==> config.mk <==
export PLATFORM = sky130hd
export DESIGN_NAME = program_memory_parallel_flash_port
export DESIGN_NICKNAME = d
export VERILOG_FILES = /design/src/design/pm_port_pkg.sv /design/src/design/program_memory_parallel_flash_port.sv /design/src/design/wait_step_timer.sv
export SDC_FILE = /design/constraint.sdc
export NUM_CORES = 1
export LEC_CHECK = 0
export BUFFER_PORTS_ARGS = -buffer_cell sky130_fd_sc_hd__buf_2
export CORE_MARGIN = 4
export CORE_UTILIZATION = 45
export CTS_BUF_LIST = sky130_fd_sc_hd__clkbuf_8
export DETAILED_ROUTE_END_ITERATION = 10
export PLACE_DENSITY = 0.76
export SLEW_MARGIN = 20
export SYNTH_ARGS = -nofsm -noshare
export SYNTH_HDL_FRONTEND = slang
export SYNTH_HIERARCHICAL = 1
export SYNTH_SLANG_ARGS = --single-unit
==> constraint.sdc <==
create_clock -name sys_clk -period 4.92 [get_ports sys_clk]
set_input_delay 0.984 -clock sys_clk [delete_from_list [all_inputs] [get_ports sys_clk]]
set_output_delay 0.984 -clock sys_clk [all_outputs]
set_load 0.02 [all_outputs]
==> src/design/pm_port_pkg.sv <==
/*
 * Constants for the parallel program memory port: widths, chip select codes,
 * wait-state step and reset values.
 * Assumes a single 100 MHz system clock and a synchronous active-high reset.
 */
package pm_port_pkg;
    localparam int          DATA_W      = 16;
    localparam int          ADDR_W      = 24;
    localparam int          WAIT_W      = 5;
    localparam int          SEL_W       = 2;
    localparam int          STEP_W      = 8;
    localparam int          CLK_PERIOD_NS  = 10;
    localparam int          WAIT_STEP_TIME_NS = 6;
    // One step must not be shorter than 6ns, so round the cycle count up
    localparam int          STEP_CYCLES =
        (WAIT_STEP_TIME_NS * 10 + CLK_PERIOD_NS * 10 - 1) / (CLK_PERIOD_NS * 10) < 1 ? 1 :
        (WAIT_STEP_TIME_NS + CLK_PERIOD_NS - 1) / CLK_PERIOD_NS;
    localparam logic [STEP_W-1:0] STEP_LAST = STEP_W'(STEP_CYCLES - 1);
    localparam logic [SEL_W-1:0]  SEL_BOOT  = 2'h0;
    localparam logic [SEL_W-1:0]  SEL_AUX   = 2'h1;
    localparam logic [SEL_W-1:0]  SEL_PERIPH = 2'h2;
    localparam logic [WAIT_W-1:0] WAIT_MIN  = 5'h01;
    localparam logic [WAIT_W-1:0] WAIT_RST  = 5'h1f;
    localparam logic [2:0]        SELS_IDLE = 3'h7;
endpackage

==> src/design/program_memory_parallel_flash_port.sv <==
/*
 * Parallel asynchronous program memory port: three selects, 16-bit data,
 * read and three-phase write cycles timed by programmed wait counts.
 * Assumes req is taken only while ready is high; inputs are synchronous.
 */
module program_memory_parallel_flash_port (
    input  wire logic                             sys_clk,
    input  wire logic                             sys_rst,
    input  wire logic                             req,
    input  wire logic                             req_write,
    input  wire logic [pm_port_pkg::SEL_W-1:0]    req_sel,
    input  wire logic [pm_port_pkg::ADDR_W-1:0]   req_addr,
    input  wire logic [pm_port_pkg::DATA_W-1:0]   req_wdata,
    input  wire logic [pm_port_pkg::WAIT_W-1:0]   read_wait,
    input  wire logic [pm_port_pkg::WAIT_W-1:0]   write_setup_wait,
    input  wire logic [pm_port_pkg::WAIT_W-1:0]   write_pulse_wait,
    input  wire logic [pm_port_pkg::WAIT_W-1:0]   write_hold_wait,
    output logic                                  ready,
    output logic                                  rdata_valid,
    output logic [pm_port_pkg::DATA_W-1:0]        rdata,
    output logic                                  boot_mem_select_n,
    output logic                                  aux_flash_select_n,
    output logic                                  periph_select_n,
    output logic                                  output_enable_n,
    output logic                                  write_strobe_n,
    output logic [pm_port_pkg::ADDR_W-2:0]        mem_addr,
    output logic                                  addr_top_gpio,
    output logic [pm_port_pkg::DATA_W-1:0]        mem_data_out,
    output logic                                  mem_data_oe,
    input  wire logic [pm_port_pkg::DATA_W-1:0]   mem_data_in
);
    typedef enum logic [2:0] {IDLE, RD, WR_SETUP, WR_PULSE, WR_HOLD} state_t;

    ////////////////////////////////////////////////////////////////////////////
    state_t                          state_q, state_d;
    logic [2:0]                      sels_q, sels_d;
    logic                            oe_n_q, oe_n_d;
    logic                            we_n_q, we_n_d;
    logic                            doe_q, doe_d;
    logic [pm_port_pkg::ADDR_W-1:0]  addr_q, addr_d;
    logic [pm_port_pkg::DATA_W-1:0]  wdat_q, wdat_d;
    logic [pm_port_pkg::DATA_W-1:0]  rdat_q, rdat_d;
    logic                            rv_q, rv_d;
    logic                            t_start;
    logic [pm_port_pkg::WAIT_W-1:0]  t_count;
    logic                            t_done;
    logic                            take;
    logic [2:0]                      take_sels;

    wait_step_timer u_timer (
        .sys_clk (sys_clk),
        .sys_rst (sys_rst),
        .start   (t_start),
        .count   (t_count),
        .done    (t_done)
    );

    // One-hot low select; an out-of-range code selects nothing
    function automatic logic [2:0] decode_sel(input logic [pm_port_pkg::SEL_W-1:0] s);
        logic [2:0] v;
        v = pm_port_pkg::SELS_IDLE;
        case (s)
            pm_port_pkg::SEL_BOOT:   v = 3'h6;
            pm_port_pkg::SEL_AUX:    v = 3'h5;
            pm_port_pkg::SEL_PERIPH: v = 3'h3;
            default:                 v = pm_port_pkg::SELS_IDLE;
        endcase
        return v;
    endfunction

    ////////////////////////////////////////////////////////////////////////////
    // Accept only in idle and only for a code that selects a device
    assign take_sels = decode_sel(req_sel);
    assign take      = (state_q == IDLE) && req && (take_sels != pm_port_pkg::SELS_IDLE);

    ////////////////////////////////////////////////////////////////////////////
    // Sequencer: phase order and the timer loads
    always_comb begin
        state_d = state_q;
        t_start = 1'b0;
        t_count = read_wait;
        case (state_q)
            IDLE: begin
                if (take) begin
                    t_start = 1'b1;
                    if (req_write) begin
                        t_count = write_setup_wait;
                        state_d = WR_SETUP;
                    end else begin
                        t_count = read_wait;
                        state_d = RD;
                    end
                end
            end
            RD: begin
                if (t_done) begin
                    state_d = IDLE;
                end
            end
            WR_SETUP: begin
                if (t_done) begin
                    t_start = 1'b1;
                    t_count = write_pulse_wait;
                    state_d = WR_PULSE;
                end
            end
            WR_PULSE: begin
                if (t_done) begin
                    t_start = 1'b1;
                    t_count = write_hold_wait;
                    state_d = WR_HOLD;
                end
            end
            WR_HOLD: begin
                if (t_done) begin
                    state_d = IDLE;
                end
            end
            default: begin
                state_d = IDLE;
            end
        endcase
    end

    always_ff @(posedge sys_clk) begin
        if (sys_rst) begin
            state_q <= IDLE;
        end else begin
            state_q <= state_d;
        end
    end

    ////////////////////////////////////////////////////////////////////////////
    // Pin strobes: every one is a flop so no glitch reaches the memories
    always_comb begin
        sels_d = sels_q;
        oe_n_d = oe_n_q;
        we_n_d = we_n_q;
        doe_d  = doe_q;
        case (state_q)
            IDLE: begin
                if (take) begin
                    sels_d = take_sels;
                    // A read releases the data bus; a write drives it from the start
                    oe_n_d = req_write;
                    doe_d  = req_write;
                end
            end
            RD: begin
                if (t_done) begin
                    oe_n_d = 1'b1;
                    sels_d = pm_port_pkg::SELS_IDLE;
                end
            end
            WR_SETUP: begin
                if (t_done) begin
                    we_n_d = 1'b0;
                end
            end
            WR_PULSE: begin
                if (t_done) begin
                    we_n_d = 1'b1;
                end
            end
            WR_HOLD: begin
                if (t_done) begin
                    sels_d = pm_port_pkg::SELS_IDLE;
                    doe_d  = 1'b0;
                end
            end
            default: begin
                sels_d = pm_port_pkg::SELS_IDLE;
                oe_n_d = 1'b1;
                we_n_d = 1'b1;
                doe_d  = 1'b0;
            end
        endcase
    end

    always_ff @(posedge sys_clk) begin
        if (sys_rst) begin
            sels_q <= pm_port_pkg::SELS_IDLE;
            oe_n_q <= 1'b1;
            we_n_q <= 1'b1;
            doe_q  <= 1'b0;
        end else begin
            sels_q <= sels_d;
            oe_n_q <= oe_n_d;
            we_n_q <= we_n_d;
            doe_q  <= doe_d;
        end
    end

    ////////////////////////////////////////////////////////////////////////////
    // Address and data path
    always_comb begin
        addr_d = addr_q;
        wdat_d = wdat_q;
        rdat_d = rdat_q;
        rv_d   = 1'b0;
        if (take) begin
            addr_d = req_addr;
            if (req_write) begin
                wdat_d = req_wdata;
            end
        end
        // Sampled while output enable is still low
        if (state_q == RD && t_done) begin
            rdat_d = mem_data_in;
            rv_d   = 1'b1;
        end
    end

    always_ff @(posedge sys_clk) begin
        if (sys_rst) begin
            addr_q <= '0;
            wdat_q <= '0;
            rdat_q <= '0;
            rv_q   <= 1'b0;
        end else begin
            addr_q <= addr_d;
            wdat_q <= wdat_d;
            rdat_q <= rdat_d;
            rv_q   <= rv_d;
        end
    end

    ////////////////////////////////////////////////////////////////////////////
    assign ready              = (state_q == IDLE);
    assign rdata_valid        = rv_q;
    assign rdata              = rdat_q;
    assign boot_mem_select_n  = sels_q[0];
    assign aux_flash_select_n = sels_q[1];
    assign periph_select_n    = sels_q[2];
    assign output_enable_n    = oe_n_q;
    assign write_strobe_n     = we_n_q;
    assign mem_addr           = addr_q[pm_port_pkg::ADDR_W-2:0];
    assign addr_top_gpio      = addr_q[pm_port_pkg::ADDR_W-1];
    assign mem_data_out       = wdat_q;
    assign mem_data_oe        = doe_q;
endmodule

==> src/design/wait_step_timer.sv <==
/*
 * Counts a programmed number of wait-state steps and pulses done.
 * Assumes start is a one-cycle pulse issued only while idle.
 */
module wait_step_timer (
    input  wire logic                              sys_clk,
    input  wire logic                              sys_rst,
    input  wire logic                              start,
    input  wire logic [pm_port_pkg::WAIT_W-1:0]    count,
    output logic                                   done
);
    logic [pm_port_pkg::WAIT_W-1:0] left_q, left_d;
    logic [pm_port_pkg::STEP_W-1:0] tick_q, tick_d;
    logic                           busy_q, busy_d;
    logic                           done_d;

    always_comb begin
        left_d = left_q;
        tick_d = tick_q;
        busy_d = busy_q;
        done_d = 1'b0;
        if (start) begin
            // Zero would wrap the down-count to 32 steps
            left_d = (count == '0) ? pm_port_pkg::WAIT_MIN : count;
            tick_d = '0;
            busy_d = 1'b1;
        end else if (busy_q) begin
            if (tick_q == pm_port_pkg::STEP_LAST) begin
                tick_d = '0;
                if (left_q == pm_port_pkg::WAIT_MIN) begin
                    busy_d = 1'b0;
                    done_d = 1'b1;
                end else begin
                    left_d = left_q - pm_port_pkg::WAIT_MIN;
                end
            end else begin
                tick_d = tick_q + 8'h01;
            end
        end
    end

    always_ff @(posedge sys_clk) begin
        if (sys_rst) begin
            left_q <= '0;
            tick_q <= '0;
            busy_q <= 1'b0;
            done   <= 1'b0;
        end else begin
            left_q <= left_d;
            tick_q <= tick_d;
            busy_q <= busy_d;
            done   <= done_d;
        end
    end
endmodule

==> Word level (Yosys, flattened, before mapping) <==
Cells that the tools add are included.
{ "word_totals": {"regBits": 81, "input_bits": 82, "out_inout_bits": 64, "word_cells": 95} }
{ "classes": {"addsub": 2, "eq_ne": 15, "n_mux": 36, "n_bitwise": 6, "n_reduce_logical": 23} }
{ "ops": {"columns": ["op", "n"], "rows": [
  ["$mux W5", 9],
  ["$mux W3", 6],
  ["$pmux W3 S3", 2],
  ["$pmux W5 S3", 1],
  ["$reduce_and A3 Y1", 5],
  ["$ne A2 B1 Y1 const B", 6],
  ["$pmux W3 S4", 1],
  ["$mux W1", 11],
  ["$pmux W1 S3", 3],
  ["$reduce_or A3 Y1", 3],
  ["$add A8 B1 Y8 const B", 1],
  ["$logic_not A8 Y1", 1],
  ["$mux W8", 1],
  ["$eq A3 B2 Y1 const B", 2],
  ["$not A1 Y1", 6],
  ["$reduce_or A2 Y1", 3],
  ["$eq A5 B1 Y1 const B", 1],
  ["$logic_not A5 Y1", 1],
  ["$sub A5 B1 Y5 const B", 1],
  ["$reduce_and A4 Y1", 1],
  ["$reduce_bool A2 Y1", 2],
  ["$reduce_or A4 Y1", 1],
  ["$eq A3 B1 Y1 const B", 1],
  ["$eq A3 B3 Y1 const B", 1],
  ["10 further kinds", 12]
]} }

==> Depth between registers and ports, before layout <==
Gate-level depths: netlist of the first run.
{ "logic_depth": {"depth_word": 9, "depth_mapped": 8, "mapped_depth_nobuf": 7} }

==> Modules after synthesis <==
Netlist of the first run, hierarchy kept.
{ "modules_own_cells": {"columns": ["module", "instances", "cells_each", "area_per_inst_um2", "seq_area_each_um2"], "rows": [
  ["program_memory_parallel_flash_port", 1, 325, 2588.7, 1321.3],
  ["wait_step_timer", 1, 89, 787.0, 300.3]
]} }

==> Worst setup path after synthesis of the first run <==
OpenSTA, ideal clock, no wires.
{ "synth_path": {"path_kind": "input port to flip-flop", "from": "in req", "to": "reg u_timer/left_q[0] (netlist name)", "setup_time_ps": 86, "arrival_time_ps": 2418, "required_ps": 4834, "setup_slack_ps": 2417, "stages": 7, "n_path_buf": 0, "cell_sequence": "a21boi_2 nand3_2 and2_1 a221o_1 nor4_1 nor3_1 a211oi_1"} }
{ "synth_between": {"elab_chain_len": 7, "elab_cells_between_ends": 13, "cone_classes": "eq/ne (1); mux (6); reduce/logical (6)"} }
{ "synth_lines": {"columns": ["item", "line_no", "text"], "rows": [
  ["start: declaration", "program_memory_parallel_flash_port.sv:9", "input wire logic req,"],
  ["$logic_and A1 B1 Y1 (2 in a row)", "program_memory_parallel_flash_port.sv:74", "assign take = (state_q == IDLE) && req && (take_sels != pm_port_pkg::SELS_IDLE);"],
  ["$mux W5", "program_memory_parallel_flash_port.sv:84", "if (take) begin"],
  ["$pmux W5 S3", "program_memory_parallel_flash_port.sv:82", "case (state_q)"],
  ["net t_count (one bit)", "program_memory_parallel_flash_port.sv:45", "logic [pm_port_pkg::WAIT_W-1:0] t_count;"],
  ["$logic_not A5 Y1", "wait_step_timer.sv:24", "left_d = (count == '0) ? pm_port_pkg::WAIT_MIN : count;"],
  ["$mux W5", "wait_step_timer.sv:24", null],
  ["$mux W5", "wait_step_timer.sv:22", "if (start) begin"],
  ["end signal: assignment", "wait_step_timer.sv:49", "left_q <= left_d;"],
  ["end: declaration", "wait_step_timer.sv:12", "logic [pm_port_pkg::WAIT_W-1:0] left_q, left_d;"]
]} }
The timed path passes the listed nets, and every way through them passes these cells.
A chain may end at the register's enable or synchronous reset.

==> Final worst setup path of the first run <==
{ "layout_path": {"from": "in req_sel[0] (netlist name)", "to": "reg u_timer/left_q[0] (netlist name)"} }
{ "layout_between": {"elab_chain_len": 9, "elab_cells_between_ends": 17, "cone_classes": "eq/ne (4); mux (7); reduce/logical (6)"} }
{ "layout_lines": {"columns": ["item", "line_no", "text"], "rows": [
  ["start: declaration", "program_memory_parallel_flash_port.sv:11", "input wire logic [pm_port_pkg::SEL_W-1:0] req_sel,"],
  ["$eq A2 B2 Y1 (tied with other cells)", "program_memory_parallel_flash_port.sv:62", "case (s)"],
  ["$pmux W3 S3 *", "program_memory_parallel_flash_port.sv:62", null],
  ["$ne A3 B3 Y1 *", "program_memory_parallel_flash_port.sv:74", null],
  ["$logic_and A1 B1 Y1 *", "program_memory_parallel_flash_port.sv:74", null],
  ["$mux W5 *", "program_memory_parallel_flash_port.sv:84", null],
  ["$pmux W5 S3 *", "program_memory_parallel_flash_port.sv:82", null],
  ["net t_count (one bit)", "program_memory_parallel_flash_port.sv:45", null],
  ["$logic_not A5 Y1 *", "wait_step_timer.sv:24", null],
  ["$mux W5 *", "wait_step_timer.sv:24", null],
  ["$mux W5 *", "wait_step_timer.sv:22", null]
]} }
The timed path passes the listed nets; every way through them passes the cells marked *.

==> flow_summary_export.csv, run 1 <==
group,metric,value,unit
sta,fmax,359,MHz
synth,syn_avg_cell_area,8.15,µm²
clock_network,htree_levels,3,
worst_setup_path,crit_end,"u_timer/left_q[0]$_SDFFE_PP0P_",
worst_setup_path,arrival,3.05,ns
synth,netlist-cell-type-count,44,
die,rows,31,
drt,detail_route.wl_per_cell,12.5,µm
clock_network,cts_resized,0,
power_and_ir_drop,power_leakage,1.87,nW
global_route,grt_max_degree,55,
sta,final.min_clock_period,2.79,ns
global_route,grt.total_usage,0.182,
die,die_w,94.6,µm
sta,setup_viol,0,
synth,ys_top_cells_by_count,"125 x nand2_1, 81 x dfxtp_1, 65 x a21oi_1, 31 x nor2_1, 14 x clkbuf_1",
die,dieArea,0.00895,mm²
synth,yosys_warnings,6,
die,core,0.00725,mm²
worst_setup_path,start_kind,"input port",
worst_setup_path,r2r_slack,2.36,ns
synth,async_flop_share,0,
clock_network,cts_setup_buffers,0,
synth,synth_area_leaders,"dfxtp_1 48%, nand2_1 14%, a21oi_1 9.6%",
clock_network,cts_tree,"built",
sta,hold_viol,0,
min_path,hold_depth,2,
synth,synth_cells,414,
sta,slew-limit-headroom,0.363,
clock_network,cts_root_buf,"clkbuf_8",
placed_design,place.gp.congestion,0.820,
placed_design,place_area,0.00411,mm²
synth,synth_area_leader_cell,"dfxtp_1",
global_route,use_met1,0.215,
synth,netlist_area,0.00338,mm²
drt,drt_iter0_markers,104,
worst_setup_path,r2r_end,"u_timer/left_q[0]$_SDFFE_PP0P_",
sta,rsz0062_at_grt,"false",
die,die_h,94.6,µm
die,pin_count,146,
synth,synth-seq-cells,81,
final_layout,regArea,0.00162,mm²
worst_setup_path,cp-end-kind,"flip-flop",
die,start_util,0.465,
drt,antenna_left,0,
drt,drt_pass1_iterations,5,
clock_network,numCtsBuffers,9,
final_layout,syn2layout_area_growth,27.8,%
global_route,use_met2,0.309,
synth,synth.net_count,500,
global_route,grt_first_pass_wirelength,13.0,mm
clock_network,clock_latency,0.35,ns
final_layout,diodes,0,
sta,setup_slack,2.13,ns
power_and_ir_drop,p_per_area,331,mW/mm²
final_layout,fin_nets,634,
final_layout,drive_gt1_frac,0.315,
final_layout,instances_no_fill,652,
synth,ys_seq_area_frac,0.480,
synth,ys.flop_type,"dfxtp_1",
worst_setup_path,r2r-start,"state_q[0]$_SDFFE_PP0P_",
final_layout,fillers,648,
placed_design,pre_cts_slack,1.77,ns
global_route,grt_use_met3,0.0414,
synth,synth_most_common_cell,"nand2_1",
clock_network,clk_pin_slew,0.08,ns
sta,whs,0.451,ns
final_layout,fin_area,0.00431,mm²
sta,drv_slew,0,
worst_setup_path,critical_path.startpoint,"req_sel[0]",
drt,vias,3202,
sta,worstMarginPinSlew,0.943,ns
flow_run,maxCapViolCount,0,
synth,synth_edf_count,0,
global_route,top_usage_layer,"met2",
placed_design,place_hpwl,6.05,mm
power_and_ir_drop,ir_drop,155,µV
sta,setup_tns,0,ns
worst_setup_path,worstPathRequired,5.18,ns
placed_design,io_buffer_count,145,
global_route,grt-ovfl-total,0,
run_status,status,"finished clean",
worst_setup_path,critical_path_class,"in -> reg",
final_layout,multi_input_area,0.00160,mm²
clock_network,postCtsHoldBufs,0,
global_route,antenna_found_initial,0,
clock_network,cts_sinks,81,
placed_design,post-place-cells,636,
worst_setup_path,r2r_cells,7,
global_route,grt_pass1_vias,2929,
drt,wl,8.15,mm
drt,via_per_inst,4.91,
clock_network,cts_max_path_buffers,2,
sta,fin_skew,0.00983,ns
min_path,hp-class,"reg -> reg",
synth,yosys.area.top_type_share,0.480,
sta,fin_crit_sh,0.566,
drt,drc,0,
worst_setup_path,crit_path_max_fanout,18,
[critical path, cell delays in order]
cell	delay (ns)
buf_2	0.14
a21boi_2	0.29
nand3_2	0.39
and2_1	0.33
a221o_1	0.33
nor4_1	0.29
nor3_1	0.08
a211oi_1	0.21
[report_power, final]
group | total [mW] | internal [mW] | switching, mW
logic | 0.219 | 0.0926 | 0.126
registers | 0.710 | 0.686 | 0.0238
clock network | 0.500 | 0.244 | 0.256
[area by class of cell]
cell class                      count  share of cell area
Timing Repair Buffer              146               0.170
Inverter                            7             0.00609
Sequential cell                    81               0.376
Clock inverter                      7              0.0194
Clock buffer                        9              0.0287
Tap cell                           99              0.0287
Multi-Input combinational cell    303               0.371
[stage by stage]
stage	total power, mW	utilization
finish	1.43	0.595
global route	1.50	0.595
CTS	1.45	0.595
detailed placement	0.944	0.566
global placement	0.940	0.566
floorplan	0.872	-
[logic make-up after synthesis]
family | after synthesis | share of synthesized area
XOR/XNOR | 11 | 0.0285
AND/OR/NAND/NOR | 197 | 0.262
AO/OA/AOI/OAI | 85 | 0.151
flip-flops | 81 | 0.480
buffers and inverters | 30 | 0.0456
multiplexers | 6 | 0.0178
adder cells (fa/ha/maj) | 4 | 0.0148
[how the worst min path moves through the flow]
| stage | start | endpoint | slack [ns] |
|---|---|---|---|
| final | addr_q[8]$_SDFFE_PP0P_ | addr_q[8]$_SDFFE_PP0P_ | 0.45 |
| after global routing | addr_q[10]$_SDFFE_PP0P_ | addr_q[10]$_SDFFE_PP0P_ | 0.48 |
| after CTS | mem_data_out[15]$_SDFFE_PP0P_ | mem_data_out[15]$_SDFFE_PP0P_ | 0.46 |
| after detailed placement | mem_data_out[15]$_SDFFE_PP0P_ | mem_data_out[15]$_SDFFE_PP0P_ | 0.44 |
| after global placement | rdata[8]$_SDFFE_PP0P_ | rdata[8]$_SDFFE_PP0P_ | 0.44 |
| after floorplan | u_timer/tick_q[7]$_SDFFE_PP0P_ | u_timer/tick_q[7]$_SDFFE_PP0P_ | 0.51 |
[layout by cell type, fill, tap and decap left out, types with 4 or more instances in the layout]
cell        n
nor3_1      6
a211oi_1    4
inv_1       7
buf_2     145
nand2_1   125
clkbuf_8    9
ha_1        4
a21oi_1    65
nor4b_1     4
dfxtp_1    81
xnor2_1     8
a221o_1     5
nor4_1      4
mux2i_1     6
nor2_1     31
nand3_1     4
[state kept, by name, indices dropped and copies added, names as in the netlist]
register,flops
addr_q,24
mem_data_out,16
rdata,16
u_timer/tick_q,8
u_timer/left_q,5
sels_q,3
state_q,3
mem_data_oe,1
output_enable_n,1
rdata_valid,1
u_timer/busy_q,1
u_timer/done,1
write_strobe_n,1
[layer usage]
metal,vias to the layer above,routed length [µm]
met3,15,714
li1,1666,-
met1,1400,3540
met4,0,163
met2,121,3730
met5,-,0
(Power assumes the default switching activity.)
==> run 2, diff against run 1 <==
--- a/config.mk
+++ b/config.mk
@@ -7,10 +7,10 @@
 export LEC_CHECK = 0
 export BUFFER_PORTS_ARGS = -buffer_cell sky130_fd_sc_hd__buf_2
 export CORE_MARGIN = 4
-export CORE_UTILIZATION = 45
+export CORE_UTILIZATION = 44
 export CTS_BUF_LIST = sky130_fd_sc_hd__clkbuf_8
 export DETAILED_ROUTE_END_ITERATION = 10
-export PLACE_DENSITY = 0.76
+export PLACE_DENSITY = 0.78
 export SLEW_MARGIN = 20
 export SYNTH_ARGS = -nofsm -noshare
 export SYNTH_HDL_FRONTEND = slang
==> constraint.sdc (replaced) <==
create_clock -name sys_clk -period 2.4 [get_ports sys_clk]
set_input_delay 0.48 -clock sys_clk [delete_from_list [all_inputs] [get_ports sys_clk]]
set_output_delay 0.48 -clock sys_clk [all_outputs]
set_load 0.02 [all_outputs]
==> flow_summary_export.csv, run 2 (synthesis results as in run 1) <==
group,metric,value,unit
worst_setup_path,crit_path_max_fanout,11,
placed_design,io_buffer_count,145,
sta,drv_slew,0,
drt,drt_pass1_iterations,4,
drt,via_per_inst,4.98,
final_layout,drive_gt1_frac,0.324,
final_layout,diodes,0,
sta,fin_crit_sh,0.870,
sta,rsz0062_at_grt,"false",
worst_setup_path,arrival,2.34,ns
clock_network,clk_pin_slew,0.08,ns
worst_setup_path,slowest_stage,"dfxtp_1",
drt,drt_iter0_markers,129,
worst_setup_path,start_kind,"flip-flop",
final_layout,top_register,"addr_q",
worst_setup_path,cp-end-kind,"flip-flop",
power_and_ir_drop,total_power,3.17,mW
final_layout,syn2layout_area_growth,31.4,%
final_layout,largest_register_ffs,24,
worst_setup_path,cpLargestDelayFamily,"simple AND/OR/NAND/NOR gates",
drt,antenna_left,0,
sta,setup_slack,0.311,ns
placed_design,post-place-cells,646,
die,rows,31,
worst_setup_path,critical_path_class,"reg -> reg",
clock_network,cts_sinks,81,
final_layout,instances_no_fill,661,
worst_setup_path,worstPathRequired,2.65,ns
clock_network,cts_setup_buffers,0,
global_route,grt_max_degree,34,
drt,drc,0,
worst_setup_path,crit_path_frequent_cell,"and2_1",
global_route,antenna_found_initial,0,
sta,setup_tns,0,ns
final_layout,fin_util,0.602,
worst_setup_path,worstPathCellList,"and2_1, nand2b_1, and2_1, a221o_1, nor4_1, nor3_1, a211oi_1",
sta,worstMarginPinSlew,0.588,ns
final_layout,final_cell_mix,"145 x buf_2, 125 x nand2_1, 81 x dfxtp_1, 65 x a21oi_1, 31 x nor2_1",
die,core,0.00737,mm²
sta,fmax,479,MHz
power_and_ir_drop,power_leakage,1.94,nW
placed_design,pre_cts_slack,0.194,ns
clock_network,postCtsHoldBufs,0,
global_route,grt_pass1_vias,2971,
drt,wl,8.71,mm
final_layout,final_common_cell,"buf_2",
sta,setup_viol,0,
global_route,grt-ovfl-total,0,
clock_network,cts_max_path_buffers,2,
final_layout,fin_nets,644,
clock_network,htree_levels,3,
clock_network,cts_resized,0,
die,start_util,0.458,
die,die_w,95.6,µm
clock_network,numCtsBuffers,9,
global_route,grt.total_usage,0.184,
clock_network,clock_latency,0.33,ns
sta,fin_skew,0.00933,ns
sta,whs,0.374,ns
flow_run,maxCapViolCount,0,
die,pin_count,146,
worst_setup_path,critPathMaxStageDelay,0.54,ns
sta,final.min_clock_period,2.09,ns
power_and_ir_drop,p_per_area,715,mW/mm²
placed_design,place_hpwl,6.72,mm
die,dieArea,0.00914,mm²
drt,detail_route.wl_per_cell,13.2,µm
global_route,grt_first_pass_wirelength,13.4,mm
clock_network,cts_root_buf,"clkbuf_8",
final_layout,fin_area,0.00444,mm²
run_status,status,"finished clean",
sta,slew-limit-headroom,0.607,
clock_network,cts_tree,"built",
worst_setup_path,path_buf_inv,0,
power_and_ir_drop,ir_drop,499,µV
sta,hold_viol,0,
min_path,hp-class,"in -> reg",
die,die_h,95.6,µm
worst_setup_path,r2r_slack,0.31,ns
placed_design,place_area,0.00418,mm²
drt,vias,3295,
placed_design,place.gp.congestion,0.884,
[run 2: final cells by class]
| type | count | area [µm²] |
|---|---|---|
| fillers | 672 | 2930 |
| flip-flops and latches | 81 | 1620 |
| multi-input cells | 303 | 1600 |
| repair buffers | 156 | 808 |
| clock inverters | 6 | 133 |
| clock buffers | 9 | 124 |
| well taps | 99 | 124 |
| inverters | 7 | 26.3 |
[run 2: where the power goes]
part | switching, mW | internal, mW | total (mW) | leakage (nW)
clock network | 0.455 | 0.789 | 1.24 | 0.131
logic | 0.272 | 0.204 | 0.476 | 1.15
registers | 0.0426 | 1.41 | 1.45 | 0.659
[run 2: routing by layer]
layer  vias up  part of all wire  track usage
li1       1679                 -            -
met1      1493              0.43        0.222
met2       114              0.48        0.316
met3         9             0.075       0.0410
met4         0             0.014       0.0723
met5         -                 0            0
[run 2: final timing paths]
kind,end,depth (start not counted),from
worst min register to register,rdata[10]$_SDFFE_PP0P_,2,rdata[10]$_SDFFE_PP0P_
worst max-delay path,u_timer/left_q[0]$_SDFFE_PP0P_,7,state_q[1]$_SDFFE_PP0P_
worst min-delay path,rdata[0]$_SDFFE_PP0P_,3,mem_data_in[0]
worst max register to register,u_timer/left_q[0]$_SDFFE_PP0P_,7,state_q[1]$_SDFFE_PP0P_
[run 2: worst register-to-register path, cell delays in order, from the launching register on]
cell      delay (ns)
dfxtp_1         0.54
and2_1          0.28
nand2b_1        0.09
and2_1          0.21
a221o_1         0.33
nor4_1          0.28
nor3_1          0.08
a211oi_1        0.20
==> run 3, diff against run 2 <==
--- a/config.mk
+++ b/config.mk
@@ -6,11 +6,10 @@
 export NUM_CORES = 1
 export LEC_CHECK = 0
 export BUFFER_PORTS_ARGS = -buffer_cell sky130_fd_sc_hd__buf_2
-export CORE_MARGIN = 4
-export CORE_UTILIZATION = 44
-export CTS_BUF_LIST = sky130_fd_sc_hd__clkbuf_8
+export CORE_MARGIN = 2
+export CORE_UTILIZATION = 43
 export DETAILED_ROUTE_END_ITERATION = 10
-export PLACE_DENSITY = 0.78
+export PLACE_DENSITY = 0.76
 export SLEW_MARGIN = 20
 export SYNTH_ARGS = -nofsm -noshare
 export SYNTH_HDL_FRONTEND = slang
==> flow_summary_export.csv, run 3 (synthesis results as in run 1) <==
group,metric,value,unit
run_status,status,"finished clean",
clock_network,clk_pin_slew,0.09,ns
placed_design,io_buffer_count,145,
min_path,worstHoldStart,"mem_data_in[6]",
drt,vias,3255,
sta,hold_viol,0,
worst_setup_path,worstPathRequired,2.67,ns
global_route,grt-ovfl-total,0,
final_layout,top_register,"addr_q",
die,start_util,0.441,
die,dieArea,0.00858,mm²
worst_setup_path,critical_path_class,"reg -> reg",
clock_network,htree_levels,3,
clock_network,cts_root_buf,"clkbuf_8",
min_path,hp-class,"in -> reg",
clock_network,cts_tree,"built",
min_path,worstHoldEndpoint,"rdata[6]$_SDFFE_PP0P_",
clock_network,cts_resized,0,
sta,slew-limit-headroom,0.588,
power_and_ir_drop,power_leakage,1.90,nW
final_layout,drive_gt1_frac,0.327,
clock_network,cts_setup_buffers,0,
worst_setup_path,r2r-start,"state_q[1]$_SDFFE_PP0P_",
global_route,grt_pass1_vias,3021,
power_and_ir_drop,total_power,2.94,mW
final_layout,fin_nets,644,
final_layout,fin_util,0.574,
global_route,grt_first_pass_wirelength,13.4,mm
worst_setup_path,r2r_end,"u_timer/left_q[0]$_SDFFE_PP0P_",
drt,drt_iter0_markers,128,
worst_setup_path,cp-end-kind,"flip-flop",
worst_setup_path,r2r_slack,0.26,ns
final_layout,instances_no_fill,665,
drt,wl,8.55,mm
final_layout,final_common_cell,"buf_2",
sta,drv_slew,0,
final_layout,syn2layout_area_growth,29.9,%
drt,drc,0,
global_route,grt.total_usage,0.197,
die,core,0.00765,mm²
min_path,hold_depth,3,
power_and_ir_drop,ir_drop,330,µV
clock_network,clock_latency,0.35,ns
sta,final.min_clock_period,2.14,ns
drt,antenna_left,0,
final_layout,fin_area,0.00439,mm²
sta,worstMarginPinSlew,0.616,ns
clock_network,postCtsHoldBufs,0,
flow_run,maxCapViolCount,0,
power_and_ir_drop,p_per_area,669,mW/mm²
sta,setup_viol,0,
global_route,grt_max_degree,30,
placed_design,place_area,0.00418,mm²
drt,detail_route.wl_per_cell,12.9,µm
final_layout,final_cell_mix,"145 x buf_2, 125 x nand2_1, 81 x dfxtp_1, 65 x a21oi_1, 31 x nor2_1",
die,rows,32,
sta,fin_crit_sh,0.890,
die,die_w,92.6,µm
placed_design,place.gp.congestion,0.814,
worst_setup_path,crit_path_max_fanout,11,
sta,fmax,468,MHz
worst_setup_path,arrival,2.40,ns
clock_network,cts_max_path_buffers,2,
worst_setup_path,r2r_cells,7,
clock_network,numCtsBuffers,9,
final_layout,largest_register_ffs,24,
sta,rsz0062_at_grt,"false",
drt,drt_pass1_iterations,5,
global_route,antenna_found_initial,0,
sta,setup_tns,0,ns
worst_setup_path,start_kind,"flip-flop",
drt,via_per_inst,4.89,
placed_design,post-place-cells,649,
die,pin_count,146,
final_layout,diodes,0,
placed_design,place_hpwl,6.42,mm
sta,fin_skew,0.00939,ns
clock_network,cts_sinks,81,
die,die_h,92.6,µm
==> run 3: cell count changes in the layout (fill, tap and decap cells not counted), sizes merged <==
| cell | change |
|---|---|
| inv | +1 |
| clkinvlp | +3 |
| bufinv | -3 |
==> run 3: per-layer routing <==
layer / part of all wire / GRT usage
met1: 0.42 / 0.224
met5: 0 / 0
met2: 0.50 / 0.350
met4: 0.015 / 0.0871
met3: 0.065 / 0.0456
==> run 3: power breakdown <==
group          switching [mW]  internal, mW
Combinational           0.274         0.204
Sequential             0.0425          1.41
Clock                   0.518         0.489
==> run 3: how the worst max path moves through the flow <==
stage / startpoint / end / depth (start not counted)
CTS: state_q[1]$_SDFFE_PP0P_ / u_timer/left_q[0]$_SDFFE_PP0P_ / 7
global placement: req_sel[0] / u_timer/left_q[0]$_SDFFE_PP0P_ / 8
global route: state_q[1]$_SDFFE_PP0P_ / u_timer/left_q[0]$_SDFFE_PP0P_ / 7
finish: state_q[1]$_SDFFE_PP0P_ / u_timer/left_q[0]$_SDFFE_PP0P_ / 7
detailed placement: req_sel[0] / u_timer/left_q[0]$_SDFFE_PP0P_ / 8
floorplan: state_q[0]$_SDFFE_PP0P_ / u_timer/left_q[0]$_SDFFE_PP0P_ / 8
==> run 3: critical path, cell delays in order, from the launching register on <==
cell	delay, ns
dfxtp_1	0.55
and2_1	0.30
nand2b_1	0.10
and2_1	0.21
a221o_1	0.34
nor4_1	0.28
nor3_1	0.08
a211oi_1	0.20
==> run 3: final cells by class <==
cell class / count / area, µm²
inverter: 7 / 26.3
sequential: 81 / 1620
timing repair buffer: 156 / 808
multi-input combinational: 303 / 1600
clock inverter: 7 / 78.8
clock buffer: 9 / 124
fill: 712 / 3260
tap: 102 / 128
==> run 3: through the flow <==
step / setup slack, ns / hold WS (ns)
global placement: 0.258 / 0.439
CTS: 0.313 / 0.334
detailed placement: 0.199 / 0.445
finish: 0.264 / 0.357
global route: 0.121 / 0.342
floorplan: 0.247 / 0.508
